===== config.mk =====
export PLATFORM = sky130hd
export DESIGN_NAME = dual_timebase_capture_timer
export DESIGN_NICKNAME = d
export VERILOG_FILES = /design/src/hdl/lt_pkg.sv /design/src/hdl/pin_sync.sv /design/src/hdl/dual_timebase_capture_timer.sv
export VERILOG_INCLUDE_DIRS = /design/src /design/src/hdl
export SDC_FILE = /design/constraint.sdc
export NUM_CORES = 1
export LEC_CHECK = 0
export ABC_AREA = 1
export BUFFER_PORTS_ARGS = -buffer_cell sky130_fd_sc_hd__buf_2
export CAP_MARGIN = 20
export CORE_UTILIZATION = 37
export CTS_BUF_LIST = sky130_fd_sc_hd__clkbuf_2
export DETAILED_ROUTE_END_ITERATION = 16
export PLACE_DENSITY = 0.61
export SLEW_MARGIN = 30
export SYNTH_ARGS = -nofsm -noshare
export SYNTH_HDL_FRONTEND = slang
export SYNTH_HIERARCHICAL = 1
export SYNTH_SLANG_ARGS = --single-unit

===== constraint.sdc =====
create_clock -name clk -period 2.3 [get_ports clk]
set_input_delay 0 -clock clk [delete_from_list [all_inputs] [get_ports clk]]
set_output_delay 0 -clock clk [all_outputs]
set_load 0.01 [all_outputs]

===== src/hdl/lt_defs.svh =====
// Offsets, field positions, reset values and timing counts of the timer
`ifndef LT_DEFS_SVH
`define LT_DEFS_SVH
// Register index (printed offsets), byte address is four times the index
`define IDX_CSR2 8'h08
`define IDX_RELOAD 8'h09
`define IDX_CNT2 8'h0A
`define IDX_CSR1 8'h0B
`define IDX_CAPT 8'h0C
// Word index of a byte address
`define ADDR_LSB 2
// Second control/status fields
`define CSR2_IE 1
`define CSR2_FLAG 0
// First control/status fields
`define CSR1_CIE 7
`define CSR1_CFLAG 6
`define CSR1_DBL 5
`define CSR1_IE 4
`define CSR1_FLAG 3
// Prescaler: oscillator divided by 32
`define PRESC_DIV 5'h1F
// First counter wraps from this value to zero
`define CNT1_TOP 8'hF9
`define CNT2_TOP 8'hFF
`define BYTE_ZERO 8'h00
`define WORD_ZERO 32'h0000_0000
`endif


===== src/hdl/lt_pkg.sv =====
// Types shared by the timer files
package lt_pkg;
	// APB request from the master
	typedef struct packed {
		logic psel;
		logic penable;
		logic pwrite;
		logic [31:0] paddr;
		logic [31:0] pwdata;
	} apb_req_t;
	// APB answer to the master
	typedef struct packed {
		logic pready;
		logic pslverr;
		logic [31:0] prdata;
	} apb_rsp_t;
	// Interrupt requests
	typedef struct packed {
		logic tb1;
		logic tb2;
		logic capt;
		logic wake;
	} irq_t;
endpackage


===== src/hdl/pin_sync.sv =====
// Two-stage synchroniser with edge detection after the second stage
`timescale 1ns/10ps
module pin_sync (
	// Clock and reset
	input wire logic clk,
	input wire logic rst_n,
	// Pin in, clean level and edge out
	input wire logic pin,
	output logic level,
	output logic edge_pulse
);
	// All state of the synchroniser
	typedef struct packed {
		logic s1;
		logic s2;
		logic s3;
	} sync_st_t;
	sync_st_t st_q, st_d;

	// Next state: first stage only feeds the second
	always_comb begin
		st_d = st_q;
		st_d.s1 = pin;
		st_d.s2 = st_q.s1;
		st_d.s3 = st_q.s2;
	end

	// State register
	always_ff @(posedge clk or negedge rst_n) begin
		if (!rst_n) begin
			st_q <= '0;
		end else begin
			st_q <= st_d;
		end
	end

	assign level = st_q.s2;
	// Either edge of the synchronised level
	assign edge_pulse = st_q.s2 ^ st_q.s3;
endmodule


===== src/hdl/dual_timebase_capture_timer.sv =====
// Dual timebase counter with input capture, APB register slave
//
// Our own choices: register access over APB and the placing of the registers.
`timescale 1ns/10ps
`include "lt_defs.svh"
module dual_timebase_capture_timer (
	// Clock and reset
	input wire logic clk,
	input wire logic rst_n,
	// APB slave
	input wire lt_pkg::apb_req_t apb_req,
	output lt_pkg::apb_rsp_t apb_rsp,
	// Pin and power mode
	input wire logic capture_input_pin,
	input wire logic halt_mode,
	// Interrupt requests
	output lt_pkg::irq_t irq
);
	import lt_pkg::*;

	// All state of the timer apart from wait_q and the pin synchroniser
	typedef struct packed {
		logic [4:0] presc;
		logic [7:0] cnt1;
		logic dbl_phase;
		logic [7:0] cnt2;
		logic [7:0] reload;
		logic [7:0] capt;
		logic first_timebase_flag;
		logic second_timebase_flag;
		logic capture_flag;
		logic first_timebase_irq_enable;
		logic second_timebase_irq_enable;
		logic capture_irq_enable;
		logic period_double_select;
		logic started;
		logic [31:0] rdata;
	} tmr_st_t;
	tmr_st_t st_q, st_d;

	// Synchronised pin edge
	logic pin_edge;
	// Bus decode
	logic acc, wr, rd;
	// One wait state, set by the first access edge
	logic wait_q;
	logic [7:0] idx;
	// Events this cycle
	logic tick, ovf1, tb1_evt, ovf2, cap_evt;
	// Clearing reads
	logic rd_csr1, rd_csr2, rd_capt;

	// Pin passes two flops before edge logic
	pin_sync u_sync (
		.clk(clk),
		.rst_n(rst_n),
		.pin(capture_input_pin),
		.level(),
		.edge_pulse(pin_edge)
	);

	// Access acts once, on the first access edge; the wait cycle after it
	// must not clear a flag again and so lose an event set in between
	assign acc = apb_req.psel & apb_req.penable & ~wait_q;
	assign wr = acc & apb_req.pwrite;
	assign rd = acc & ~apb_req.pwrite;
	assign idx = apb_req.paddr[`ADDR_LSB +: 8];
	assign rd_csr1 = rd & (idx == `IDX_CSR1);
	assign rd_csr2 = rd & (idx == `IDX_CSR2);
	assign rd_capt = rd & (idx == `IDX_CAPT);

	// Prescaler tick, frozen in full halt
	assign tick = ~halt_mode & (st_q.presc == `PRESC_DIV);
	// Counter one wrap
	assign ovf1 = tick & (st_q.cnt1 == `CNT1_TOP);
	// Doubling skips every other wrap
	assign tb1_evt = ovf1 & (~st_q.period_double_select | st_q.dbl_phase);
	// Counter two wrap past FFh
	assign ovf2 = tick & st_q.started & (st_q.cnt2 == `CNT2_TOP);
	// Capture only while flag clear
	assign cap_evt = pin_edge & ~st_q.capture_flag;

	// Next-state logic
	always_comb begin
		st_d = st_q;
		// Divide by 32
		if (!halt_mode) begin
			st_d.presc = st_q.presc + 5'h01;
		end
		// Counter two loads reload on first clock after reset
		if (!st_q.started) begin
			st_d.cnt2 = st_q.reload;
			st_d.started = 1'b1;
		end else if (ovf2) begin
			// Latest reload taken only here
			st_d.cnt2 = st_q.reload;
		end else if (tick) begin
			st_d.cnt2 = st_q.cnt2 + 8'h01;
		end
		// Counter one, software has no path to it
		if (ovf1) begin
			st_d.cnt1 = `BYTE_ZERO;
			st_d.dbl_phase = ~st_q.dbl_phase;
		end else if (tick) begin
			st_d.cnt1 = st_q.cnt1 + 8'h01;
		end
		// Clearing reads first, events after so set wins
		if (rd_csr1) begin
			st_d.first_timebase_flag = 1'b0;
		end
		if (rd_csr2) begin
			st_d.second_timebase_flag = 1'b0;
		end
		if (rd_capt) begin
			st_d.capture_flag = 1'b0;
		end
		if (tb1_evt) begin
			st_d.first_timebase_flag = 1'b1;
		end
		if (ovf2) begin
			st_d.second_timebase_flag = 1'b1;
		end
		// Latch counter one on accepted edge
		if (cap_evt) begin
			st_d.capt = st_q.cnt1;
			st_d.capture_flag = 1'b1;
		end
		// Writes: control bits only, flags untouched
		if (wr) begin
			case (idx)
				`IDX_CSR2: begin
					st_d.second_timebase_irq_enable = apb_req.pwdata[`CSR2_IE];
				end
				`IDX_RELOAD: begin
					// Held until next overflow
					st_d.reload = apb_req.pwdata[7:0];
				end
				`IDX_CSR1: begin
					st_d.capture_irq_enable = apb_req.pwdata[`CSR1_CIE];
					st_d.period_double_select = apb_req.pwdata[`CSR1_DBL];
					st_d.first_timebase_irq_enable = apb_req.pwdata[`CSR1_IE];
				end
				default: begin
					// Read-only or unmapped: ignored
				end
			endcase
		end
		// Read data, registered at the access edge
		st_d.rdata = `WORD_ZERO;
		if (rd) begin
			case (idx)
				`IDX_CSR2: begin
					st_d.rdata[`CSR2_IE] = st_q.second_timebase_irq_enable;
					st_d.rdata[`CSR2_FLAG] = st_q.second_timebase_flag;
				end
				`IDX_RELOAD: begin
					st_d.rdata[7:0] = st_q.reload;
				end
				`IDX_CNT2: begin
					st_d.rdata[7:0] = st_q.cnt2;
				end
				`IDX_CSR1: begin
					st_d.rdata[`CSR1_CIE] = st_q.capture_irq_enable;
					st_d.rdata[`CSR1_CFLAG] = st_q.capture_flag;
					st_d.rdata[`CSR1_DBL] = st_q.period_double_select;
					st_d.rdata[`CSR1_IE] = st_q.first_timebase_irq_enable;
					st_d.rdata[`CSR1_FLAG] = st_q.first_timebase_flag;
				end
				`IDX_CAPT: begin
					st_d.rdata[7:0] = st_q.capt;
				end
				default: begin
					st_d.rdata = `WORD_ZERO;
				end
			endcase
		end
	end

	// State register; capture flag resets clear, software still reads once
	always_ff @(posedge clk or negedge rst_n) begin
		if (!rst_n) begin
			st_q <= '0;
		end else begin
			st_q <= st_d;
		end
	end

	// Read data is presented in the cycle after the access edge, so the
	// slave adds one wait state: pready rises on the second access cycle.
	always_ff @(posedge clk or negedge rst_n) begin
		if (!rst_n) begin
			wait_q <= 1'b0;
		end else begin
			wait_q <= apb_req.psel & apb_req.penable & ~wait_q;
		end
	end

	// Answer: pready on the second access cycle, unmapped answers error
	always_comb begin
		apb_rsp.pready = wait_q;
		apb_rsp.pslverr = wait_q & (idx < `IDX_CSR2 || idx > `IDX_CAPT);
		apb_rsp.prdata = st_q.rdata;
	end

	// Interrupt levels follow flags and enables
	always_comb begin
		irq.tb1 = st_q.first_timebase_flag & st_q.first_timebase_irq_enable;
		irq.tb2 = st_q.second_timebase_flag & st_q.second_timebase_irq_enable;
		irq.capt = st_q.capture_flag & st_q.capture_irq_enable;
		// Capture alone wakes from halt
		irq.wake = irq.capt;
	end

	// Counter one never passes F9h
	AST_CNT1_RANGE: assert property (@(posedge clk) disable iff (!rst_n)
		st_q.cnt1 <= `CNT1_TOP)
		else $error("counter one above top");
	// Wrap returns to zero
	AST_CNT1_WRAP: assert property (@(posedge clk) disable iff (!rst_n)
		ovf1 |=> st_q.cnt1 == `BYTE_ZERO)
		else $error("counter one not zero");
	// Counter one steps by one on a plain tick
	AST_CNT1_STEP: assert property (@(posedge clk) disable iff (!rst_n)
		tick && !ovf1 |=> st_q.cnt1 == $past(st_q.cnt1) + 8'h01)
		else $error("counter one step wrong");
	// Overflow reloads counter two
	AST_CNT2_RELOAD: assert property (@(posedge clk) disable iff (!rst_n)
		ovf2 |=> st_q.cnt2 == $past(st_q.reload))
		else $error("no reload");
	// Counter two steps by one below FFh
	AST_CNT2_STEP: assert property (@(posedge clk) disable iff (!rst_n)
		tick && st_q.started && !ovf2 |=> st_q.cnt2 == $past(st_q.cnt2) + 8'h01)
		else $error("counter two step wrong");
	// Halt freezes both counters
	AST_HALT_STOP: assert property (@(posedge clk) disable iff (!rst_n)
		halt_mode && st_q.started |=> $stable(st_q.cnt1) && $stable(st_q.cnt2))
		else $error("count in halt");
	// Prescaler freezes too, so leaving halt neither loses nor gains a tick
	AST_HALT_PRESC: assert property (@(posedge clk) disable iff (!rst_n)
		halt_mode |=> $stable(st_q.presc))
		else $error("prescaler runs in halt");
	// Event sets flag even when read clears it
	AST_TB1_SET: assert property (@(posedge clk) disable iff (!rst_n)
		tb1_evt |=> st_q.first_timebase_flag)
		else $error("flag one lost");
	// Read clears flag one when no event
	AST_TB1_CLR: assert property (@(posedge clk) disable iff (!rst_n)
		rd_csr1 && !tb1_evt |=> !st_q.first_timebase_flag)
		else $error("flag one kept");
	// Flag one stays set until its read
	AST_TB1_HOLD: assert property (@(posedge clk) disable iff (!rst_n)
		st_q.first_timebase_flag && !rd_csr1 |=> st_q.first_timebase_flag)
		else $error("flag one dropped");
	// Only an event raises flag one, never a write
	AST_TB1_QUIET: assert property (@(posedge clk) disable iff (!rst_n)
		!tb1_evt && !st_q.first_timebase_flag |=> !st_q.first_timebase_flag)
		else $error("flag one raised");
	// Overflow two sets flag two even during its clearing read
	AST_TB2_SET: assert property (@(posedge clk) disable iff (!rst_n)
		ovf2 |=> st_q.second_timebase_flag)
		else $error("flag two lost");
	// Read clears flag when no event
	AST_TB2_CLR: assert property (@(posedge clk) disable iff (!rst_n)
		rd_csr2 && !ovf2 |=> !st_q.second_timebase_flag)
		else $error("flag two kept");
	// Only overflow raises flag two, never a write
	AST_TB2_QUIET: assert property (@(posedge clk) disable iff (!rst_n)
		!ovf2 && !st_q.second_timebase_flag |=> !st_q.second_timebase_flag)
		else $error("flag two raised");
	// Capture value frozen while flag set
	AST_CAPT_HOLD: assert property (@(posedge clk) disable iff (!rst_n)
		st_q.capture_flag |=> $stable(st_q.capt))
		else $error("capture overwritten");
	// Accepted edge latches counter one
	AST_CAPT_LATCH: assert property (@(posedge clk) disable iff (!rst_n)
		cap_evt |=> st_q.capture_flag && st_q.capt == $past(st_q.cnt1))
		else $error("capture missed");
	// Read of the capture register clears its flag
	AST_CAPT_CLR: assert property (@(posedge clk) disable iff (!rst_n)
		rd_capt && !cap_evt |=> !st_q.capture_flag)
		else $error("capture flag kept");
	// Capture flag stays set until that read
	AST_CAPT_FLAG_HOLD: assert property (@(posedge clk) disable iff (!rst_n)
		st_q.capture_flag && !rd_capt |=> st_q.capture_flag)
		else $error("capture flag dropped");
	// Only an accepted edge raises the capture flag
	AST_CAPT_QUIET: assert property (@(posedge clk) disable iff (!rst_n)
		!cap_evt && !st_q.capture_flag |=> !st_q.capture_flag)
		else $error("capture flag raised");
	// Doubling: events 500 ticks apart, so none within a 250-tick period
	AST_DBL: assert property (@(posedge clk) disable iff (!rst_n)
		ovf1 && st_q.period_double_select && !tb1_evt |-> !st_q.dbl_phase)
		else $error("doubling broken");
endmodule


# --- Yosys cells after proc, flatten, opt, wreduce, memory -nomap -nowiden ---
# Cells that the tools add are included.
word_totals:
  ff_bits: 82
  elab_cells: 81
classes:
  n_addsub: 3
  magnitude_cmp: 2
  n_eq_ne: 9
  muxes: 15
  bitwise_logic: 25
  reduce_logical: 8
op_table:
  columns: ["op", "count"]
  rows:
  - ["2-to-1 mux 8 bit", 6]
  - ["equality test 8 x 4 -> 1 bit (second input constant)", 5]
  - ["one-hot mux 5 bit (4 select lines)", 1]
  - ["AND 1 bit", 17]
  - ["adder 8 x 1 -> 8 bit (second input constant)", 2]
  - ["equality test 8 bit (second input constant)", 2]
  - ["greater-than comparator 8 x 4 -> 1 bit (second input constant)", 1]
  - ["< comparator 8 x 4 -> 1 bit (second input constant)", 1]
  - ["one-hot mux 2 bit (4 select lines)", 1]
  - ["nonzero test 2 bit", 4]
  - ["2-to-1 mux 1 bit", 6]
  - ["inverter 1 bit", 6]
  - ["AND reduction 2 bit", 3]
  - ["adder 5 x 1 -> 5 bit (second input constant)", 1]
  - ["equality test 5 bit (second input constant)", 1]
  - ["!= test 3 x 1 -> 1 bit (second input constant)", 1]
  - ["one-hot mux 1 bit (3 select lines)", 1]
  - ["logical OR 1 bit", 1]
  - ["bitwise OR 1 bit", 1]
  - ["XOR 1 bit", 1]

# --- Depth between registers and ports, before layout ---
# Gate-level depths: netlist of run 1.
logic_depth:
  depth_word: 6
  ltp_mapped: 11

# --- Hierarchy ---
# Netlist of run 1, hierarchy kept.
by_module_without_submodules:
  columns: ["mod", "n_inst", "cells_per_inst", "area_per_inst_um2", "seq_area_each_um2"]
  rows:
  - ["dual_timebase_capture_timer", 1, 405, 3116.7, 1376.3]
  - ["pin_sync", 1, 8, 93.8, 75.1]

# --- Worst setup path after synthesis of run 1 ---
# Ideal clock, no wire load.
synth_path:
  path_kind: "reg-to-reg"
  start: "register st_q[73] (netlist bit)"
  end: "register st_q[56] (netlist bit)"
  setup_ns: 0.118
  arrival_time_ns: 1.694
  t_required_ns: 2.182
  path_slack_ns: 0.488
  path_stages_with_launch: 10
  path_buffers: 0
  cell_sequence: "dfrtp_1 > ha_1 > and3_1 > ha_1 > inv_1 > nor2_4 > nor2_1 > inv_1 > nand3_1 > nand2_1"
synth_via:
  elab_chain_cells: 6
  word_cells_on_any_way: 7
  cone_classes: "eq/ne: 2; mux: 2; bitwise: 3"
synth_lines:
  columns: ["element", "line", "rtl"]
  rows:
  - ["start: declaration", "dual_timebase_capture_timer.sv:39", "tmr_st_t st_q, st_d;"]
  - ["start signal: assignment", "dual_timebase_capture_timer.sv:184", "st_q <= st_d;"]
  - ["equality test 5 bit (no source line) *", null, null]
  - ["AND 1 bit *", "dual_timebase_capture_timer.sv:73", "assign tick = ~halt_mode & (st_q.presc == `PRESC_DIV);"]
  - ["AND 1 bit (2 in a row)", "dual_timebase_capture_timer.sv:79", "assign ovf2 = tick & st_q.started & (st_q.cnt2 == `CNT2_TOP);"]
  - ["2-to-1 mux 8 bit", "dual_timebase_capture_timer.sv:94", "end else if (ovf2) begin"]
  - ["2-to-1 mux 8 bit", "dual_timebase_capture_timer.sv:91", "if (!st_q.started) begin"]
# Mark *: on every way between the ends. The rest lies on a longest branch, timed or not.
# A chain may end at the register's enable or synchronous reset.

# --- Final worst setup path of run 1 ---
layout_path:
  start: "register st_q[73] (netlist bit)"
  end: "register st_q[61] (netlist bit)"
# The elaborated chain is that of the path after synthesis.

==> results of run 1 <==
## area by class of cell
type,count,area (um2),share of cell area
sequential,58,1450,0.390
multi-input combinational,287,1370,0.369
timing repair buffer,63,443,0.119
inverter,54,203,0.0544
tap,105,131,0.0353
clock inverter,4,67.6,0.0181
clock buffer,11,55.1,0.0148
## critical path, cell delays in order (launching register included)
cell and delay [ns]:
dfrtp_1 0.42, ha_1 0.17, and3_1 0.16, ha_1 0.15, inv_1 0.06, nor2_4 0.21, nand4_1 0.21, nand2_1 0.30
nand2_1 0.12, nand3_1 0.10, nand2_1 0.05
## worst min path at each step
stage	startpoint	endpoint	slack (ns)	cells past startpoint
global placement	rst_n	st_q[48]	-0.06	1
floorplan	rst_n	apb_rsp[0]	-0.30	0
global route	apb_req[37]	st_q[35]	0.04	6
finish	apb_req[37]	apb_rsp[0]	0.05	7
CTS	apb_req[37]	apb_rsp[0]	0.003	7
detailed placement	rst_n	st_q[48]	-0.05	1
## kinds of logic after synthesis
family	Yosys count	synth area share
DFF	58	0.452
xor gates and xnor gates	8	0.0218
and+or+nand+nor	211	0.297
AOI/OAI and AO/OA	38	0.0600
buffers and inverters	91	0.147
adders and majority gates	5	0.0195
other	2	0.00234
## power groups by stage
| stage | logic [W] | clock network [W] | registers (W) |
|---|---|---|---|
| 4_1_cts | 0.000391 | 0.000740 | 0.00122 |
| 2_1_floorplan | 0.000291 | 0 | 0.00121 |
| 3_5_place_dp | 0.000361 | 0 | 0.00124 |
| 5_1_grt | 0.000456 | 0.000773 | 0.00124 |
| 6_report | 0.000384 | 0.000713 | 0.00122 |
| 3_3_place_gp | 0.000351 | 0 | 0.00124 |
## cell usage after synthesis (all sizes together) (2+ instances only)
| cell | instances | share of area |
|---|---|---|
| and2 | 2 | 0.0039 |
| nor3 | 9 | 0.019 |
| conb | 2 | 0.0023 |
| nand2 | 112 | 0.13 |
| nand3 | 45 | 0.072 |
| nor2 | 30 | 0.044 |
| xnor2 | 4 | 0.011 |
| inv | 54 | 0.063 |
| a21oi | 11 | 0.017 |
| nand4 | 8 | 0.016 |
| ha | 5 | 0.019 |
| o21ai | 25 | 0.039 |
| nor4 | 2 | 0.0039 |
| buf | 36 | 0.083 |
| xor2 | 4 | 0.011 |
| dfrtp | 58 | 0.45 |
## sequential cells by signal, summed over array words and instances (netlist names)
name and count:
u_sync/st_q 1, st_q 46, apb_rsp 8, u_sync/level 1
u_sync/st_d 1, wait_q 1
## timing repair
item | 4_1_cts | 5_1_grt
setup buffers | 0 | 0
hold buffers | 24 | 0
hold endpoints to repair | 90 | 0
## per-layer routing
layer / part of all wire / track usage / vias to the layer above
met5: 0 / 0 / -
met4: 0.023 / 0.0682 / 0
met3: 0.051 / 0.0518 / 15
met2: 0.43 / 0.252 / 82
met1: 0.50 / 0.226 / 1199
li1: - / - / 1378
## through the flow
step                      instance area (um2)  instances  hold WS, ns  worst slack [ns]
after global routing                     3720        582       0.0435            0.0487
after global placement                   3360        543      -0.0567             0.304
after floorplan                          3300        436       -0.296             0.488
after detailed placement                 3360        543      -0.0512             0.303
final                                    3720        582       0.0527             0.264
after CTS                                3720        582      0.00259             0.260
==> out/qor.yml, run 1 <==
status: "complete, no violations"
drcViolationCount: 0
finClkSkew_ns: 0.0292
synth_area_mm2: 0.00321
setup_tns_ns: 0
portBuffers: 36
finalSetupViolCount: 0
holdCritPathClass: "in2reg"
p_int_w: 0.00164
wl_um: 6810
critical_path.startpoint: "st_q[73]"
timing.final.crit_share: 0.885
gp_congestion: 0.909
ys_seq_elements: 58
chipWidth_um: 95.2
grt_overflow_total: 0
cts_buffers: 9
path_clk_slew_ns: 0.16
final_util: 0.449
first_global_vias: 2476
dr.pass1.iters: 4
seq_area_frac_synth: 0.452
grt_pass1_wl_um: 11500
critPathLaunchType: "flip-flop"
drtIter0Drc: 117
slew-limit-headroom: 0.510
grt_max_degree: 27
finalHoldViolations: 0
area_growth_pct: 16.0
end_kind: "flip-flop"
grt_usage: 0.169
cp_data_arrival_time_ns: 2.42
final_common_cell: "nand2_1"
fp.dieH_um: 95.2
n_fill_cell: 853
cts_sinks: 58
clk_path_buf_depth: 2
insertion_delay_ns: 0.48
cap_violations: 0
pin_count: 109
r2r_end: "st_q[61]"
r2r_start: "st_q[73]"
total_power_w: 0.00232
power_frac_seq: 0.526
drv_slew: 0
cts_tree: "done"
synthCells: 413
syn_avg_cell_area_um2: 7.77
swShare: 0.291
fmax_mhz: 491
critPathRequiredTime_ns: 2.69
diodes: 0
grt_antenna_before_repair: 0
vias: 2674
htreeDepth: 3
rows: 33
reg2reg_depth: 10
crit_type: "reg2reg"
critPathCapture: "st_q[61]"
synth_ff_type: "dfrtp_1"
max_slew.worst_pin.slew_ns: 0.733
layout_common_cells: "nand2_1 (109), dfrtp_1 (58), inv_1 (52)"
async_flop_share: 1.00
clock-root-buffer: "clkbuf_2"
core_mm2: 0.00830
p_leak_nw: 1.97
yosys_warnings: 6
synth_cell_types: 30
synth-edff-count: 0
min_period_ns: 2.04
clkPwrFrac: 0.308
layout-drive-gt1-share: 0.138
cts_resized: 0
peakVddDrop_v: 0.000326
final_antenna_net_count: 0
rsz0062_at_grt: "no"
combPwrFrac: 0.166
cp_max_fo: 9
power_switching_w: 0.000675
dpl.hpwl_um: 5060
rrSetupSlack_ns: 0.26
final_nets: 549
vias_per_cell: 4.59
p_per_area_mw_per_mm2: 622
die-area_mm2: 0.00905
initial_core_util: 0.387
wl_per_cell_um: 11.7
(Power assumes the default switching activity.)
==> run 2, diff against run 1 <==
Settings changed: CAP_MARGIN 20 to default, GPL_TIMING_DRIVEN from default to 0.
==> run 2 against run 1 <==
- sequential cell count stayed put
- largest cell class unchanged
- via count grew 3.3%
- highest routed layer unchanged
- critical path type unchanged
- clock-buffer cell count stayed put
==> out/qor.yml, run 2 (synthesis gave the netlist of run 1 again) <==
vias: 2762  # +3.3%
critPathLaunchType: "flip-flop"
wl_um: 7000  # +2.8%
stdcell_count: 617  # +6.0%
htreeDepth: 3  # unchanged
min_period_ns: 2.09  # +0.0539 ns
insertion_delay_ns: 0.48  # about the same
final_nets: 583  # +6.2%
end_kind: "flip-flop"
grt_max_degree: 59  # +120%
timing.final.crit_share: 0.908  # +0.0235
rsz0062_at_grt: "no"
cts_setup_buffers: 0  # unchanged
holdCritPathClass: "in2reg"
rrSetupSlack_ns: 0.21  # -0.05 ns
die-area_mm2: 0.00905  # unchanged
finalHoldViolations: 0  # unchanged
drv_slew: 0  # unchanged
cts_buffers: 9  # unchanged
cts_sinks: 58  # unchanged
holdPathEnd: "apb_rsp[2]"
max_slew.worst_pin.slew_ns: 0.713  # -0.0203 ns
rows: 33  # unchanged
routed.top_layer: "met4"
dr.pass1.iters: 5  # +1
grt_pass1_wl_um: 11800  # +3.1%
vias_per_cell: 4.48  # -2.6%
place_inst: 577  # +6.3%
fmax_mhz: 479  # -2.6%
cts_tree: "done"
drcViolationCount: 0  # unchanged
peakVddDrop_v: 0.000379  # +16%
gp_congestion: 0.837  # -7.9%
p_per_area_mw_per_mm2: 542  # -13%
routed-wl-met3_um: 303  # -13%
layout_common_cells: "nand2_1 (109), dfrtp_1 (58), inv_1 (52)"
dr_wl_met2_um: 3030  # +4.6%
cap_violations: 0  # unchanged
r2r_end: "st_q[61]"
path_clk_slew_ns: 0.16  # about the same
crit_type: "reg2reg"
pin_count: 109  # unchanged
largest_reg_flops: 46  # unchanged
cp_data_arrival_time_ns: 2.46  # +0.04 ns
portBuffers: 36  # unchanged
wl_per_cell_um: 11.3  # -3.1%
initial_core_util: 0.387  # unchanged
cp_max_fo: 9  # unchanged
grt_overflow_total: 0  # unchanged
reg2reg_depth: 10  # unchanged
setup_tns_ns: 0  # unchanged
holdPathStages: 5  # -2
n_fill_cell: 866  # +1.5%
finalSetupViolCount: 0  # unchanged
r2r_start: "st_q[73]"
grt_antenna_before_repair: 0  # unchanged
final_util: 0.474  # +0.0247
grt_usage: 0.173  # +0.00451
dpl.hpwl_um: 5160  # +2.0%
core_mm2: 0.00830  # unchanged
slew-limit-headroom: 0.525  # +0.0151
p_leak_nw: 2.13  # +8.3%
min-delay-start: "apb_req[37]"
critPathRequiredTime_ns: 2.68  # about the same
clock-root-buffer: "clkbuf_2"
final_antenna_net_count: 0  # unchanged
finClkSkew_ns: 0.0191  # -0.0101 ns
drtIter0Drc: 170  # +45%
met1_length_um: 3530  # +3.9%
fp.dieH_um: 95.2  # unchanged
layout-drive-gt1-share: 0.195  # +0.0569
first_global_vias: 2600  # +5.0%
status: "complete, no violations"
area_growth_pct: 22.4
clk_path_buf_depth: 2  # unchanged
final_common_cell: "nand2_1"
chipWidth_um: 95.2  # unchanged
top_register: "st_q"
diodes: 0  # unchanged
run 2: layout make-up:
| class | count | area (um2) | area share |
|---|---|---|---|
| flip-flops and latches | 58 | 1450 | 0.369 |
| multi-input cells | 287 | 1380 | 0.350 |
| repair buffers | 60 | 423 | 0.108 |
| plain buffers | 37 | 269 | 0.0684 |
| inverters | 54 | 203 | 0.0516 |
| well taps | 105 | 131 | 0.0334 |
| clock buffers | 11 | 55.1 | 0.0140 |
| clock inverters | 5 | 21.3 | 0.00541 |
run 2: timing repair:
| item | in CTS | in global routing |
|---|---|---|
| resized for setup | 0 | 1 |
| hold buffers | 24 | 0 |
| setup endpoints to repair | 0 | 8 |
| hold endpoints to repair | 89 | 0 |
run 2: power by group:
group          internal [W]  leakage, nW  switching [W]
sequential          0.00112        0.705      0.0000964
combinational      0.000182         1.36       0.000225
clock              0.000138       0.0582       0.000365
total               0.00144         2.13       0.000687
run 2: metal layers:
| metal | track usage | vias to the layer above |
|---|---|---|
| met3 | 0.0439 | 11 |
| li1 | - | 1448 |
| met5 | 0 | - |
| met4 | 0.0694 | 0 |
| met2 | 0.262 | 65 |
| met1 | 0.236 | 1238 |
run 2: how the worst max path moves through the flow:
| stage | startpoint | endpoint |
|---|---|---|
| 2_1_floorplan | st_q[73] | st_q[56] |
| 3_3_place_gp | st_q[73] | st_q[60] |
| 3_5_place_dp | st_q[73] | st_q[56] |
| 4_1_cts | st_q[73] | st_q[56] |
| 5_1_grt | st_q[73] | st_q[61] |
| 6_report | st_q[73] | st_q[61] |
run 2: critical path, cell delays in order, from the launching register on:
cell,delay (ns)
dfrtp_1,0.42
ha_1,0.18
and3_1,0.16
ha_1,0.15
inv_1,0.06
nor2_4,0.22
nand4_1,0.22
nand2_1,0.31
nand2_1,0.12
nand3_1,0.10
nand2_1,0.05
run 2: per-stage QoR:
step	setup slack, ns	hold slack, ns	power (W)	cell area [um2]
CTS	0.0838	0.0161	0.00216	3930
detailed placement	0.113	0.111	0.00163	3610
global route	0.0555	0.0233	0.00229	3930
floorplan	0.488	-0.296	0.00151	3300
finish	0.210	0.0314	0.00213	3930
global placement	0.148	0.115	0.00161	3610
